===== src/hdl/plt_pkg.sv =====
// Package with register map, field layout and types of the PHY link control.
package plt_pkg;
    // ==========================================================
    // Register map
    // ==========================================================
    localparam logic [11:0] ADDR_LINK_CONFIG  = 12'h530;
    localparam logic [11:0] ADDR_LINK_RETRAIN = 12'h540;
    localparam logic [11:0] ADDR_PRBS_SEED    = 12'h55C;

    // ==========================================================
    // Field positions and reset values
    // ==========================================================
    localparam int          BIT_COMPAT      = 8;
    localparam int          BIT_XLINK_DIS   = 11;
    localparam int          BIT_SPEED_CTL   = 14;
    localparam int          BIT_RETRAIN     = 31;
    localparam int          SEED_WIDTH      = 16;
    localparam logic [15:0] SEED_RESET      = 16'hFFFF;
    localparam logic [15:0] PRBS_TAPS       = 16'hB400;
    localparam logic [1:0]  RESP_OKAY       = 2'h0;
    localparam logic [1:0]  RESP_SLVERR     = 2'h2;

    // ==========================================================
    // Timing
    // ==========================================================
    localparam int CLOCK_MHZ        = 125;
    localparam int UP_DELAY_US      = 1000;
    localparam int UP_DELAY_CYCLES  = UP_DELAY_US * CLOCK_MHZ;

    // Link-training options handed to the LTSSM.
    typedef struct packed {
        logic compatMode;
        logic crossDisable;
        logic autoSpeedUp;
    } plt_train_opts_t;
endpackage : plt_pkg


===== src/hdl/plt_link_ctrl.sv =====
// PHY link-training control registers with an AXI4-Lite slave.
// Summary of operation
// - Compat bit puts PHY into first-generation mode.
// - Compat mode clears training bits beyond 1.1.
// - Crosslink-disable bit stops crosslink training.
// - Speed bit zero: auto Gen2 after first L0 when gen2Permitted and compat bit clear.
// - Speed bit one: no auto change, stay Gen1.
// - Speed bit reset: downstream zero, others one.
// - Retrain write forces LTSSM into Detect.
// - Retrain bit always reads back zero.
// - Write response precedes retrain taking effect.
// - Upstream port retrain waits one millisecond.
// - Sixteen-bit seed, resets to all ones.
// - Seed change reloads and restarts PRBS counter.
//
// Design decision made here: register access over AXI4-Lite.
module plt_link_ctrl #(
    parameter int UP_DELAY = plt_pkg::UP_DELAY_CYCLES
) (
    input  wire logic        clock,
    input  wire logic        rst_n,
    input  wire logic        downstreamPort,
    input  wire logic        ltssmInL0,
    input  wire logic        gen2Permitted,
    input  wire logic [11:0] s_axi_awaddr,
    input  wire logic        s_axi_awvalid,
    output logic             s_axi_awready,
    input  wire logic [31:0] s_axi_wdata,
    input  wire logic [3:0]  s_axi_wstrb,
    input  wire logic        s_axi_wvalid,
    output logic             s_axi_wready,
    output logic [1:0]       s_axi_bresp,
    output logic             s_axi_bvalid,
    input  wire logic        s_axi_bready,
    input  wire logic [11:0] s_axi_araddr,
    input  wire logic        s_axi_arvalid,
    output logic             s_axi_arready,
    output logic [31:0]      s_axi_rdata,
    output logic [1:0]       s_axi_rresp,
    output logic             s_axi_rvalid,
    input  wire logic        s_axi_rready,
    output plt_pkg::plt_train_opts_t trainOpts,
    output logic             forceDetect,
    output logic             speedChangeReq,
    output logic [15:0]      prbsValue
);
    typedef enum logic [1:0] {
        RT_IDLE,
        RT_WAIT_RESP,
        RT_DELAY
    } plt_retrain_t;

    // Write-channel and read-channel state.
    logic        awHeld_reg,  awHeld_next;
    logic [11:0] awAddr_reg,  awAddr_next;
    logic        wHeld_reg,   wHeld_next;
    logic [31:0] wData_reg,   wData_next;
    logic [3:0]  wStrb_reg,   wStrb_next;
    logic        bValid_reg,  bValid_next;
    logic [1:0]  bResp_reg,   bResp_next;
    logic        rValid_reg,  rValid_next;
    logic [31:0] rData_reg,   rData_next;
    logic [1:0]  rResp_reg,   rResp_next;
    // Register contents.
    logic        compat_reg,  compat_next;
    logic        xDis_reg,    xDis_next;
    logic        speed_reg,   speed_next;
    logic [15:0] seed_reg,    seed_next;
    logic        seedLoad_reg, seedLoad_next;
    // Retrain sequencing and speed-up tracking.
    plt_retrain_t rtState_reg, rtState_next;
    logic [31:0] rtCount_reg, rtCount_next;
    logic        force_reg,   force_next;
    logic        firstL0_reg, firstL0_next;
    logic        spdReq_reg,  spdReq_next;
    logic        strapDone_reg, strapDone_next;

    logic        doWrite;
    logic [31:0] mergedData;

    // Known decode shared by read and write paths.
    function automatic logic addrHit(input logic [11:0] a);
        addrHit = (a == plt_pkg::ADDR_LINK_CONFIG) ||
                  (a == plt_pkg::ADDR_LINK_RETRAIN) ||
                  (a == plt_pkg::ADDR_PRBS_SEED);
    endfunction : addrHit

    // Apply byte strobes to a 32-bit image.
    function automatic logic [31:0] applyStrb(input logic [31:0] old,
                                              input logic [31:0] nw,
                                              input logic [3:0]  st);
        logic [31:0] res;
        res = old;
        for (int i = 0; i < 4; i++) begin
            if (st[i]) begin
                res[i*8 +: 8] = nw[i*8 +: 8];
            end
        end
        applyStrb = res;
    endfunction : applyStrb

    // Readback image of one register; reserved bits stay zero.
    function automatic logic [31:0] readImage(input logic [11:0] a,
                                              input logic        c,
                                              input logic        x,
                                              input logic        s,
                                              input logic [15:0] sd);
        logic [31:0] v;
        v = '0;
        if (a == plt_pkg::ADDR_LINK_CONFIG) begin
            v[plt_pkg::BIT_COMPAT]    = c;
            v[plt_pkg::BIT_XLINK_DIS] = x;
            v[plt_pkg::BIT_SPEED_CTL] = s;
        end else if (a == plt_pkg::ADDR_PRBS_SEED) begin
            v[plt_pkg::SEED_WIDTH-1:0] = sd;
        end
        // Retrain register reads zero, trigger bit included.
        readImage = v;
    endfunction : readImage

    // ==========================================================
    // AXI4-Lite channels
    // ==========================================================
    // A write is committed once address and data are both held and the
    // response slot is free; this also orders the response first.
    assign doWrite    = awHeld_reg && wHeld_reg && !bValid_reg;
    assign mergedData = applyStrb(readImage(awAddr_reg, compat_reg,
                                            xDis_reg, speed_reg, seed_reg),
                                  wData_reg, wStrb_reg);

    always_comb begin
        awHeld_next = awHeld_reg;
        awAddr_next = awAddr_reg;
        wHeld_next  = wHeld_reg;
        wData_next  = wData_reg;
        wStrb_next  = wStrb_reg;
        bValid_next = bValid_reg;
        bResp_next  = bResp_reg;
        rValid_next = rValid_reg;
        rData_next  = rData_reg;
        rResp_next  = rResp_reg;
        if (s_axi_awvalid && !awHeld_reg) begin
            awHeld_next = 1'b1;
            awAddr_next = s_axi_awaddr;
        end
        if (s_axi_wvalid && !wHeld_reg) begin
            wHeld_next = 1'b1;
            wData_next = s_axi_wdata;
            wStrb_next = s_axi_wstrb;
        end
        if (bValid_reg && s_axi_bready) begin
            bValid_next = 1'b0;
        end
        if (doWrite) begin
            awHeld_next = 1'b0;
            wHeld_next  = 1'b0;
            bValid_next = 1'b1;
            bResp_next  = addrHit(awAddr_reg) ? plt_pkg::RESP_OKAY
                                              : plt_pkg::RESP_SLVERR;
        end
        if (rValid_reg && s_axi_rready) begin
            rValid_next = 1'b0;
        end
        if (s_axi_arvalid && !rValid_reg) begin
            rValid_next = 1'b1;
            rData_next  = readImage(s_axi_araddr, compat_reg, xDis_reg,
                                    speed_reg, seed_reg);
            rResp_next  = addrHit(s_axi_araddr) ? plt_pkg::RESP_OKAY
                                                : plt_pkg::RESP_SLVERR;
        end
    end

    // ==========================================================
    // Register fields and retrain sequencing
    // ==========================================================
    always_comb begin
        compat_next    = compat_reg;
        xDis_next      = xDis_reg;
        speed_next     = speed_reg;
        seed_next      = seed_reg;
        seedLoad_next  = 1'b0;
        rtState_next   = rtState_reg;
        rtCount_next   = rtCount_reg;
        force_next     = 1'b0;
        firstL0_next   = firstL0_reg;
        spdReq_next    = 1'b0;
        strapDone_next = 1'b1;
        // Speed bit reset follows the port mode, caught after release.
        if (!strapDone_reg) begin
            speed_next = !downstreamPort;
        end
        if (doWrite && awAddr_reg == plt_pkg::ADDR_LINK_CONFIG) begin
            compat_next = mergedData[plt_pkg::BIT_COMPAT];
            xDis_next   = mergedData[plt_pkg::BIT_XLINK_DIS];
            speed_next  = mergedData[plt_pkg::BIT_SPEED_CTL];
        end
        if (doWrite && awAddr_reg == plt_pkg::ADDR_PRBS_SEED) begin
            seed_next = mergedData[plt_pkg::SEED_WIDTH-1:0];
            // Only an actual change restarts the sequence.
            seedLoad_next = (seed_next != seed_reg);
        end
        case (rtState_reg)
            RT_IDLE: begin
                if (doWrite && awAddr_reg == plt_pkg::ADDR_LINK_RETRAIN &&
                    wStrb_reg[3] && wData_reg[plt_pkg::BIT_RETRAIN]) begin
                    rtState_next = RT_WAIT_RESP;
                end
            end
            RT_WAIT_RESP: begin
                // Hold off until the response has been accepted.
                if (!bValid_reg) begin
                    if (downstreamPort) begin
                        force_next   = 1'b1;
                        rtState_next = RT_IDLE;
                    end else begin
                        rtCount_next = 32'(UP_DELAY - 1);
                        rtState_next = RT_DELAY;
                    end
                end
            end
            RT_DELAY: begin
                if (rtCount_reg == '0) begin
                    force_next   = 1'b1;
                    rtState_next = RT_IDLE;
                end else begin
                    rtCount_next = rtCount_reg - 32'h0000_0001;
                end
            end
            default: begin
                rtState_next = RT_IDLE;
            end
        endcase
        // One automatic speed-up after the first L0 since Detect.
        if (force_reg) begin
            firstL0_next = 1'b0;
        end else if (ltssmInL0 && !firstL0_reg) begin
            firstL0_next = 1'b1;
            spdReq_next  = !speed_reg && gen2Permitted && !compat_reg;
        end
    end

    always_ff @(posedge clock) begin
        if (!rst_n) begin
            awHeld_reg    <= 1'b0;
            awAddr_reg    <= '0;
            wHeld_reg     <= 1'b0;
            wData_reg     <= '0;
            wStrb_reg     <= '0;
            bValid_reg    <= 1'b0;
            bResp_reg     <= plt_pkg::RESP_OKAY;
            rValid_reg    <= 1'b0;
            rData_reg     <= '0;
            rResp_reg     <= plt_pkg::RESP_OKAY;
            compat_reg    <= 1'b0;
            xDis_reg      <= 1'b0;
            speed_reg     <= 1'b1;
            seed_reg      <= plt_pkg::SEED_RESET;
            seedLoad_reg  <= 1'b0;
            rtState_reg   <= RT_IDLE;
            rtCount_reg   <= '0;
            force_reg     <= 1'b0;
            firstL0_reg   <= 1'b0;
            spdReq_reg    <= 1'b0;
            strapDone_reg <= 1'b0;
        end else begin
            awHeld_reg    <= awHeld_next;
            awAddr_reg    <= awAddr_next;
            wHeld_reg     <= wHeld_next;
            wData_reg     <= wData_next;
            wStrb_reg     <= wStrb_next;
            bValid_reg    <= bValid_next;
            bResp_reg     <= bResp_next;
            rValid_reg    <= rValid_next;
            rData_reg     <= rData_next;
            rResp_reg     <= rResp_next;
            compat_reg    <= compat_next;
            xDis_reg      <= xDis_next;
            speed_reg     <= speed_next;
            seed_reg      <= seed_next;
            seedLoad_reg  <= seedLoad_next;
            rtState_reg   <= rtState_next;
            rtCount_reg   <= rtCount_next;
            force_reg     <= force_next;
            firstL0_reg   <= firstL0_next;
            spdReq_reg    <= spdReq_next;
            strapDone_reg <= strapDone_next;
        end
    end

    // ==========================================================
    // Outputs
    // ==========================================================
    assign s_axi_awready = !awHeld_reg;
    assign s_axi_wready  = !wHeld_reg;
    assign s_axi_bvalid  = bValid_reg;
    assign s_axi_bresp   = bResp_reg;
    assign s_axi_arready = !rValid_reg;
    assign s_axi_rvalid  = rValid_reg;
    assign s_axi_rdata   = rData_reg;
    assign s_axi_rresp   = rResp_reg;
    assign trainOpts.compatMode   = compat_reg;
    assign trainOpts.crossDisable = xDis_reg;
    assign trainOpts.autoSpeedUp  = !speed_reg;
    assign forceDetect    = force_reg;
    assign speedChangeReq = spdReq_reg;

    plt_prbs_gen u_prbs (
        .clock     (clock),
        .rst_n     (rst_n),
        .loadSeed  (seedLoad_reg),
        .seed      (seed_reg),
        .prbsValue (prbsValue)
    );
endmodule : plt_link_ctrl


===== src/hdl/plt_prbs_gen.sv =====
// Seeded PRBS counter used during crosslink training.
module plt_prbs_gen (
    input  wire logic        clock,
    input  wire logic        rst_n,
    input  wire logic        loadSeed,
    input  wire logic [15:0] seed,
    output logic      [15:0] prbsValue
);
    logic [15:0] lfsr_reg;
    logic [15:0] lfsr_next;

    // ==========================================================
    // Galois LFSR step; a seed change reloads and restarts it.
    // ==========================================================
    always_comb begin
        if (loadSeed) begin
            lfsr_next = seed;
        end else if (lfsr_reg[0]) begin
            lfsr_next = (lfsr_reg >> 1) ^ plt_pkg::PRBS_TAPS;
        end else begin
            lfsr_next = lfsr_reg >> 1;
        end
    end

    // Register stage only.
    always_ff @(posedge clock) begin
        if (!rst_n) begin
            lfsr_reg <= plt_pkg::SEED_RESET;
        end else begin
            lfsr_reg <= lfsr_next;
        end
    end

    assign prbsValue = lfsr_reg;
endmodule : plt_prbs_gen


===== config.mk =====
export PLATFORM = sky130hd
export DESIGN_NAME = plt_link_ctrl
export DESIGN_NICKNAME = d
export VERILOG_FILES = /design/src/hdl/plt_pkg.sv /design/src/hdl/plt_link_ctrl.sv /design/src/hdl/plt_prbs_gen.sv
export SDC_FILE = /design/constraint.sdc
export NUM_CORES = 1
export LEC_CHECK = 0
export BUFFER_PORTS_ARGS = -buffer_cell sky130_fd_sc_hd__buf_2
export CAP_MARGIN = 25
export CORE_MARGIN = 2
export CORE_UTILIZATION = 58
export DETAILED_ROUTE_END_ITERATION = 10
export GPL_TIMING_DRIVEN = 0
export PLACE_DENSITY_LB_ADDON = 0.05
export SLEW_MARGIN = 20
export SYNTH_ARGS = -nofsm -noshare
export SYNTH_HDL_FRONTEND = slang
export SYNTH_HIERARCHICAL = 1
export SYNTH_SLANG_ARGS = --single-unit

===== constraint.sdc =====
create_clock -name clock -period 3.85 [get_ports clock]
set_input_delay 0 -clock clock [delete_from_list [all_inputs] [get_ports clock]]
set_output_delay 0 -clock clock [all_outputs]
set_load 0.05 [all_outputs]

==> flow_metrics.tcl, run 1 <==
set metrics [dict create \
    period_share 0.6543 \
    grt_pass1_wl_um 27250 \
    grt_max_degree 17 \
    cts_sinks 128 \
    clockBufferDepth 2 \
    post-route-drc-count 0 \
    hpwl_um 11230 \
    syn_to_final_growth_pct 30.24 \
    placed_area_sq_um 6624 \
    power_switching_uw 826.8 \
    endpoint "seed_reg[10]$_SDFFE_PN1P_" \
    r2r_setup_slack_ps 1330 \
    end_kind "register" \
    cts_max_level 4 \
    nFillCells 686 \
    largest_reg_flops 32 \
    rows 36 \
    drt-initial-drc-count 384 \
    synth-compound-area-share 0.1758 \
    final_cell_mix "137 x nand2_1, 128 x dfxtp_1, 98 x buf_2, 79 x a21oi_1, 48 x dlygate4sd3_1" \
    avgSynthCellArea_sq_um 8.392 \
    status "complete, no violations" \
    insertion_delay_ps 510 \
    die_h_um 104.9 \
    hp-class "input pin to register" \
    reg2reg_depth 5 \
    syn-cell-area_sq_um 5908 \
    grt_setup_unrepaired "false" \
    cp.arrival_ps 2900 \
    antenna_left 0 \
    dieWidth_um 104.9 \
    synthSimpleGateAreaFrac 0.2607 \
    dieArea_sq_um 11010 \
    internal_power_mw 2.448 \
    fin_worst_skew_ps 9.772 \
    max_slew.worst_pin.slew_ps 772.8 \
    p_comb_frac 0.095 \
    finalNetCount 960 \
    syn_inst 704 \
    final_core_util 0.7836 \
    yosys_register_bits 128 \
    hold_viol_final 0 \
    async_flop_share 0 \
    synth_edf_count 0 \
    crit_start "awAddr_reg[10]$_SDFFE_PN0P_" \
    grt_util_all_layers 0.3037 \
    r2r_end "seed_reg[10]$_SDFFE_PN1P_" \
    ys.flop_type "dfxtp_1" \
    layout-drive-gt1-share 0.1915 \
    antenna_found_initial 0 \
    wl_per_cell_um 16.35 \
    leakagePower_nw 3.055 \
    wl_um 16860 \
    worstPathRequired_ps 4230 \
    relSlewSlack 0.4805 \
    fin_setup_tns_ps 0 \
    max_freq_ghz 0.3970 \
    fin_crit_ps 2519 \
    cp-start-kind "register" \
    firstDrtPassIters 6 \
    first_global_vias 5688 \
    cts_root_buffer "clkbuf_8" \
    cts_tree "done" \
    port_buffers 97 \
    coreArea_sq_um 9819 \
    swShare 0.2525 \
    synth_top_family_by_area "simple AND/OR/NAND/NOR gates" \
    cts-buffers-inserted 17 \
    final_common_cell "nand2_1" \
    synth_xor_area_frac 0.01334 \
    design_area_sq_um 7695 \
    via_per_inst 5.726 \
    ys_types 66 \
    drv_slew 0 \
    vias 5903 \
    crit_type "register to register" \
    max-vdd-ir-drop_mv 0.3250 \
    r2r_start "awAddr_reg[10]$_SDFFE_PN0P_" \
    yosysWarnings 6 \
    regArea_sq_um 2562 \
    num_antenna_cells 0 \
    gp_congestion 0.8929 \
    synthAdderAreaFrac 0.01059 \
    seq_area_frac_synth 0.4337 \
    clkPwrFrac 0.481 \
    multi_input_area_sq_um 3018 \
    clk_pin_slew_worst_paths_ps 60 \
    drv_cap 0 \
    start_util 0.6017 \
    synth_mux_area_frac 0.03897 \
    p_seq_frac 0.423 \
    ios 132 \
    cellPowerDensity_nw_per_um2 425.5 \
    setup-violations-final 0 \
    grt_overflow 0 \
    worstPathMaxFanout 7 \
]
[cell usage after synthesis, types with 7 or more instances]
| library cell | instances | area [sq um] |
|---|---|---|
| or3_1 | 17 | 106.4 |
| nand2_1 | 137 | 514.2 |
| nor2_1 | 31 | 116.4 |
| nand3_1 | 24 | 120.1 |
| buf_4 | 21 | 157.7 |
| nor2b_1 | 14 | 87.58 |
| nor4_1 | 7 | 43.79 |
| clkbuf_1 | 29 | 108.9 |
| a31oi_1 | 8 | 50.05 |
| o21ai_0 | 17 | 85.08 |
| dfxtp_1 | 128 | 2562 |
| inv_1 | 21 | 78.83 |
| a221oi_1 | 8 | 70.07 |
| nor3_1 | 10 | 50.05 |
| or4_1 | 10 | 75.07 |
| a21oi_1 | 79 | 395.4 |
| mux2i_1 | 23 | 230.2 |
| o31ai_1 | 9 | 67.56 |
[final cells by class]
cell class,count,share of cell area
plain buffers,55,0.04065
clock buffers,21,0.05967
clock inverters,11,0.01707
inverters,21,0.01024
multi-input cells,517,0.3922
flip-flops and latches,128,0.3330
well taps,133,0.02163
repair buffers,145,0.1255
[worst max-delay path, stage by stage, from the launching register on]
cell	delay, ps
dfxtp_1	320
nor4bb_1	620
nand3_1	300
nor4_2	750
mux2i_1	310
nand2_1	80
[power groups by stage]
stage | logic, mW | clock network (mW) | registers (mW)
3_5_place_dp | 0.263 | 0 | 1.41
4_1_cts | 0.304 | 1.58 | 1.39
2_1_floorplan | 0.160 | 0 | 1.44
5_1_grt | 0.335 | 1.65 | 1.39
6_report | 0.313 | 1.58 | 1.39
3_3_place_gp | 0.257 | 0 | 1.41
[worst min-delay path by stage]
stage	cells after the start	to	start	slack, ps
finish	5	s_axi_rdata[4]$_SDFFE_PN0P_	s_axi_araddr[2]	30
global placement	2	s_axi_rvalid$_SDFFE_PN0P_	s_axi_rready	210
CTS	4	s_axi_rdata[11]$_SDFFE_PN0P_	s_axi_araddr[2]	10
global route	4	s_axi_rdata[11]$_SDFFE_PN0P_	s_axi_araddr[2]	40
detailed placement	2	s_axi_rvalid$_SDFFE_PN0P_	s_axi_rready	220
floorplan	0	strapDone_reg$_DFF_P_	rst_n	30
[through the flow]
stage | std cells | power, mW | hold slack [ps] | setup WS, ps
final | 1031 | 3.275 | 29.21 | 1331
after floorplan | 721 | 1.596 | 27.72 | 1652
after CTS | 1031 | 3.269 | 13.70 | 1359
after global routing | 1031 | 3.374 | 44.26 | 1178
after global placement | 951 | 1.669 | 214.0 | 1528
after detailed placement | 951 | 1.678 | 216.2 | 1402
[routing by layer]
metal,track usage,vias up,wire (um)
met5,0,-,0
met2,0.5135,305,7941
li1,-,2845,-
met4,0.08857,0,208
met3,0.05552,19,1272
met1,0.3961,2734,7436
[cell families (layout without fill, tap and decap cells)]
family,count (synthesis),after routing
buffers and inverters,76,253
adders and majority gates,5,5
and+or+nand+nor,299,299
other,1,18
muxes,23,23
AOI/OAI and AO/OA,163,163
xor gates and xnor gates,9,9
DFF,128,128
[timing repair]
action,in CTS,in global routing
hold buffers,48,0
resized for setup,0,0
setup buffers,0,0
endpoints found under the hold margin,50,0
endpoints found under the setup margin,0,0
(Power assumes the default switching activity.)
==> run 2: changes to the inputs <==
- ABC_AREA: default -> 1
- CORE_UTILIZATION: 58 -> 55
- clock period: 3.85 -> 2.5 ns (I/O delays scaled with it)
==> flow_metrics.tcl, run 2 <==
set metrics [dict create \
    wl_per_cell_um 13.92 \
    largest_reg_flops 32 \
    r2r_start "awAddr_reg[6]$_SDFFE_PN0P_" \
    period_share 0.8068 \
    clockBufferDepth 2 \
    top_usage_layer "met2" \
    clk_pin_slew_worst_paths_ps 50 \
    drt-initial-drc-count 558 \
    gp_congestion 0.9308 \
    post_cts_buffers 0 \
    crit_type "register to register" \
    drv_cap 0 \
    nFillCells 1041 \
    syn-cell-area_sq_um 6422 \
    reg2reg_depth 9 \
    min_from "s_axi_araddr[2]" \
    grt_util_all_layers 0.2894 \
    grtUsageMet3 0.06425 \
    coreArea_sq_um 11420 \
    ys.flop_type "dfxtp_1" \
    r2r_setup_slack_ps 480 \
    dieArea_sq_um 12560 \
    hold_viol_final 0 \
    ys_top_cells_by_count "221 x nand2_1, 128 x dfxtp_1, 118 x nor2_1" \
    start_util 0.5625 \
    fin_hold_ws_ps 7.491 \
    synth.area.top_cells "dfxtp_1 40%, nand2_1 13%, nor2_1 6.9%" \
    syn_to_final_growth_pct 26.03 \
    yosys_register_bits 128 \
    post_cts_resized 0 \
    firstDrtPassIters 5 \
    status "complete, no violations" \
    cts_max_level 4 \
    internal_power_mw 4.419 \
    worst_hold_path.endpoint "s_axi_rdata[5]$_SDFFE_PN0P_" \
    multi_input_area_sq_um 3247 \
    leakagePower_nw 3.782 \
    fin_crit_ps 2017 \
    antenna_found_initial 0 \
    seq_area_frac_synth 0.3990 \
    p_seq_frac 0.338 \
    grt_pass1_wl_um 29170 \
    hp-class "input pin to register" \
    setup-violations-final 0 \
    max_slew.worst_pin.slew_ps 643.8 \
    max_freq_ghz 0.4958 \
    ios 132 \
    antenna_left 0 \
    first_global_vias 6201 \
    cts_root_buffer "clkbuf_16" \
    die_h_um 112.1 \
    grt_max_degree 17 \
    via_per_inst 5.240 \
    worstPathMaxFanout 10 \
    grt_overflow 0 \
    regArea_sq_um 2562 \
    final_cell_mix "221 x nand2_1, 128 x dfxtp_1, 118 x nor2_1, 103 x buf_2, 88 x a21oi_1" \
    p_comb_frac 0.332 \
    synth_top_cell_area_share 0.3990 \
    fin_setup_tns_ps 0 \
    vias 6686 \
    hpwl_um 12940 \
    syn_inst 948 \
    ys_types 38 \
    cts_tree "done" \
    async_flop_share 0 \
    yosysWarnings 6 \
    cts_sinks 128 \
    synth_top_area_cell "dfxtp_1" \
    end_kind "register" \
    clkPwrFrac 0.330 \
    cp-start-kind "register" \
    cts-buffers-inserted 17 \
    r2r_end "seed_reg[4]$_SDFFE_PN1P_" \
    worstPathRequired_ps 2790 \
    cts_hold_buf 40 \
    grt_setup_unrepaired "false" \
    power_switching_mw 2.503 \
    finalNetCount 1196 \
    swShare 0.3616 \
    cp.arrival_ps 2310 \
    port_buffers 97 \
    fin_worst_skew_ps 9.139 \
    layout-drive-gt1-share 0.1536 \
    avgSynthCellArea_sq_um 6.775 \
    dieWidth_um 112.1 \
    grtUsageMet1 0.3555 \
    wl_um 17760 \
    drv_slew 0 \
    post-route-drc-count 0 \
    met2_usage 0.4877 \
    final_common_cell "nand2_1" \
    rows 39 \
    cellPowerDensity_nw_per_um2 855.2 \
    synth_edf_count 0 \
    max-vdd-ir-drop_mv 1.024 \
    worstHoldPathCells 5 \
    synth.most_common_cell "nand2_1" \
    relSlewSlack 0.5708 \
    num_antenna_cells 0 \
    insertion_delay_ps 420 \
]
==> run 2: logic make-up (layout without fill, tap and decap cells) <==
| logic type | Yosys count | in the layout | share of synthesized area |
|---|---|---|---|
| buffers and inverters | 147 | 315 | 0.1054 |
| adder cells (fa/ha/maj) | 5 | 5 | 0.009741 |
| other | 1 | 18 | 0.0005839 |
| flip-flops | 128 | 128 | 0.3990 |
| AND/OR/NAND/NOR | 472 | 472 | 0.3146 |
| XOR/XNOR | 19 | 19 | 0.02591 |
| AO/OA/AOI/OAI | 176 | 176 | 0.1448 |
==> run 2: metrics by stage <==
| stage | total power, mW | std cells | setup slack, ps | area (sq um) | utilization |
|---|---|---|---|---|---|
| detailed placement | 4.576 | 1205 | 511.1 | 7151 | 0.6262 |
| finish | 6.922 | 1276 | 483.1 | 8094 | 0.7089 |
| floorplan | 4.064 | 965 | 607.9 | 6486 | - |
| CTS | 6.907 | 1276 | 514.1 | 8094 | 0.7089 |
| global placement | 4.562 | 1205 | 571.6 | 7151 | 0.6262 |
| global route | 7.346 | 1276 | 287.5 | 8094 | 0.7089 |
==> run 2: final cells by class <==
class	instances	share of cell area
buffer	59	0.04220
clock buffer	25	0.05998
clock inverter	6	0.007111
inverter	88	0.04143
multi-input combinational	690	0.4011
sequential	128	0.3166
tap	143	0.02211
timing repair buffer	137	0.1094
==> run 2: worst max-delay path, stage by stage, from the launching register on <==
cell,delay [ps]
dfxtp_1,350
inv_1,60
nor2_1,130
nand2_1,70
nor2_1,270
buf_2,270
nand3_1,180
clkbuf_1,280
a21oi_1,190
o21ai_0,100
==> run 2: worst max-delay path by stage <==
stage / startpoint / endpoint / slack (ps) / cells past startpoint
3_5_place_dp: awAddr_reg[6]$_SDFFE_PN0P_ / seed_reg[4]$_SDFFE_PN1P_ / 510 / 9
3_3_place_gp: awAddr_reg[6]$_SDFFE_PN0P_ / seed_reg[14]$_SDFFE_PN1P_ / 570 / 9
5_1_grt: awAddr_reg[6]$_SDFFE_PN0P_ / seed_reg[11]$_SDFFE_PN1P_ / 290 / 9
4_1_cts: awAddr_reg[6]$_SDFFE_PN0P_ / seed_reg[4]$_SDFFE_PN1P_ / 510 / 9
6_report: awAddr_reg[6]$_SDFFE_PN0P_ / seed_reg[4]$_SDFFE_PN1P_ / 480 / 9
2_1_floorplan: s_axi_rvalid$_SDFFE_PN0P_ / s_axi_rdata[14]$_SDFFE_PN0P_ / 610 / 7
==> run 2: layer usage <==
layer / vias up / share of wire
met1: 3030 / 0.44
met5: - / 0
met2: 191 / 0.48
met3: 46 / 0.049
met4: 0 / 0.028
li1: 3419 / -
==> run 2: power by group through the flow <==
stage / Sequential [mW] / Combinational [mW] / Clock [mW]
after floorplan: 2.40 / 1.67 / 0
after global placement: 2.37 / 2.19 / 0
after detailed placement: 2.38 / 2.20 / 0
after CTS: 2.34 / 2.27 / 2.30
after global routing: 2.36 / 2.57 / 2.41
final: 2.34 / 2.30 / 2.28
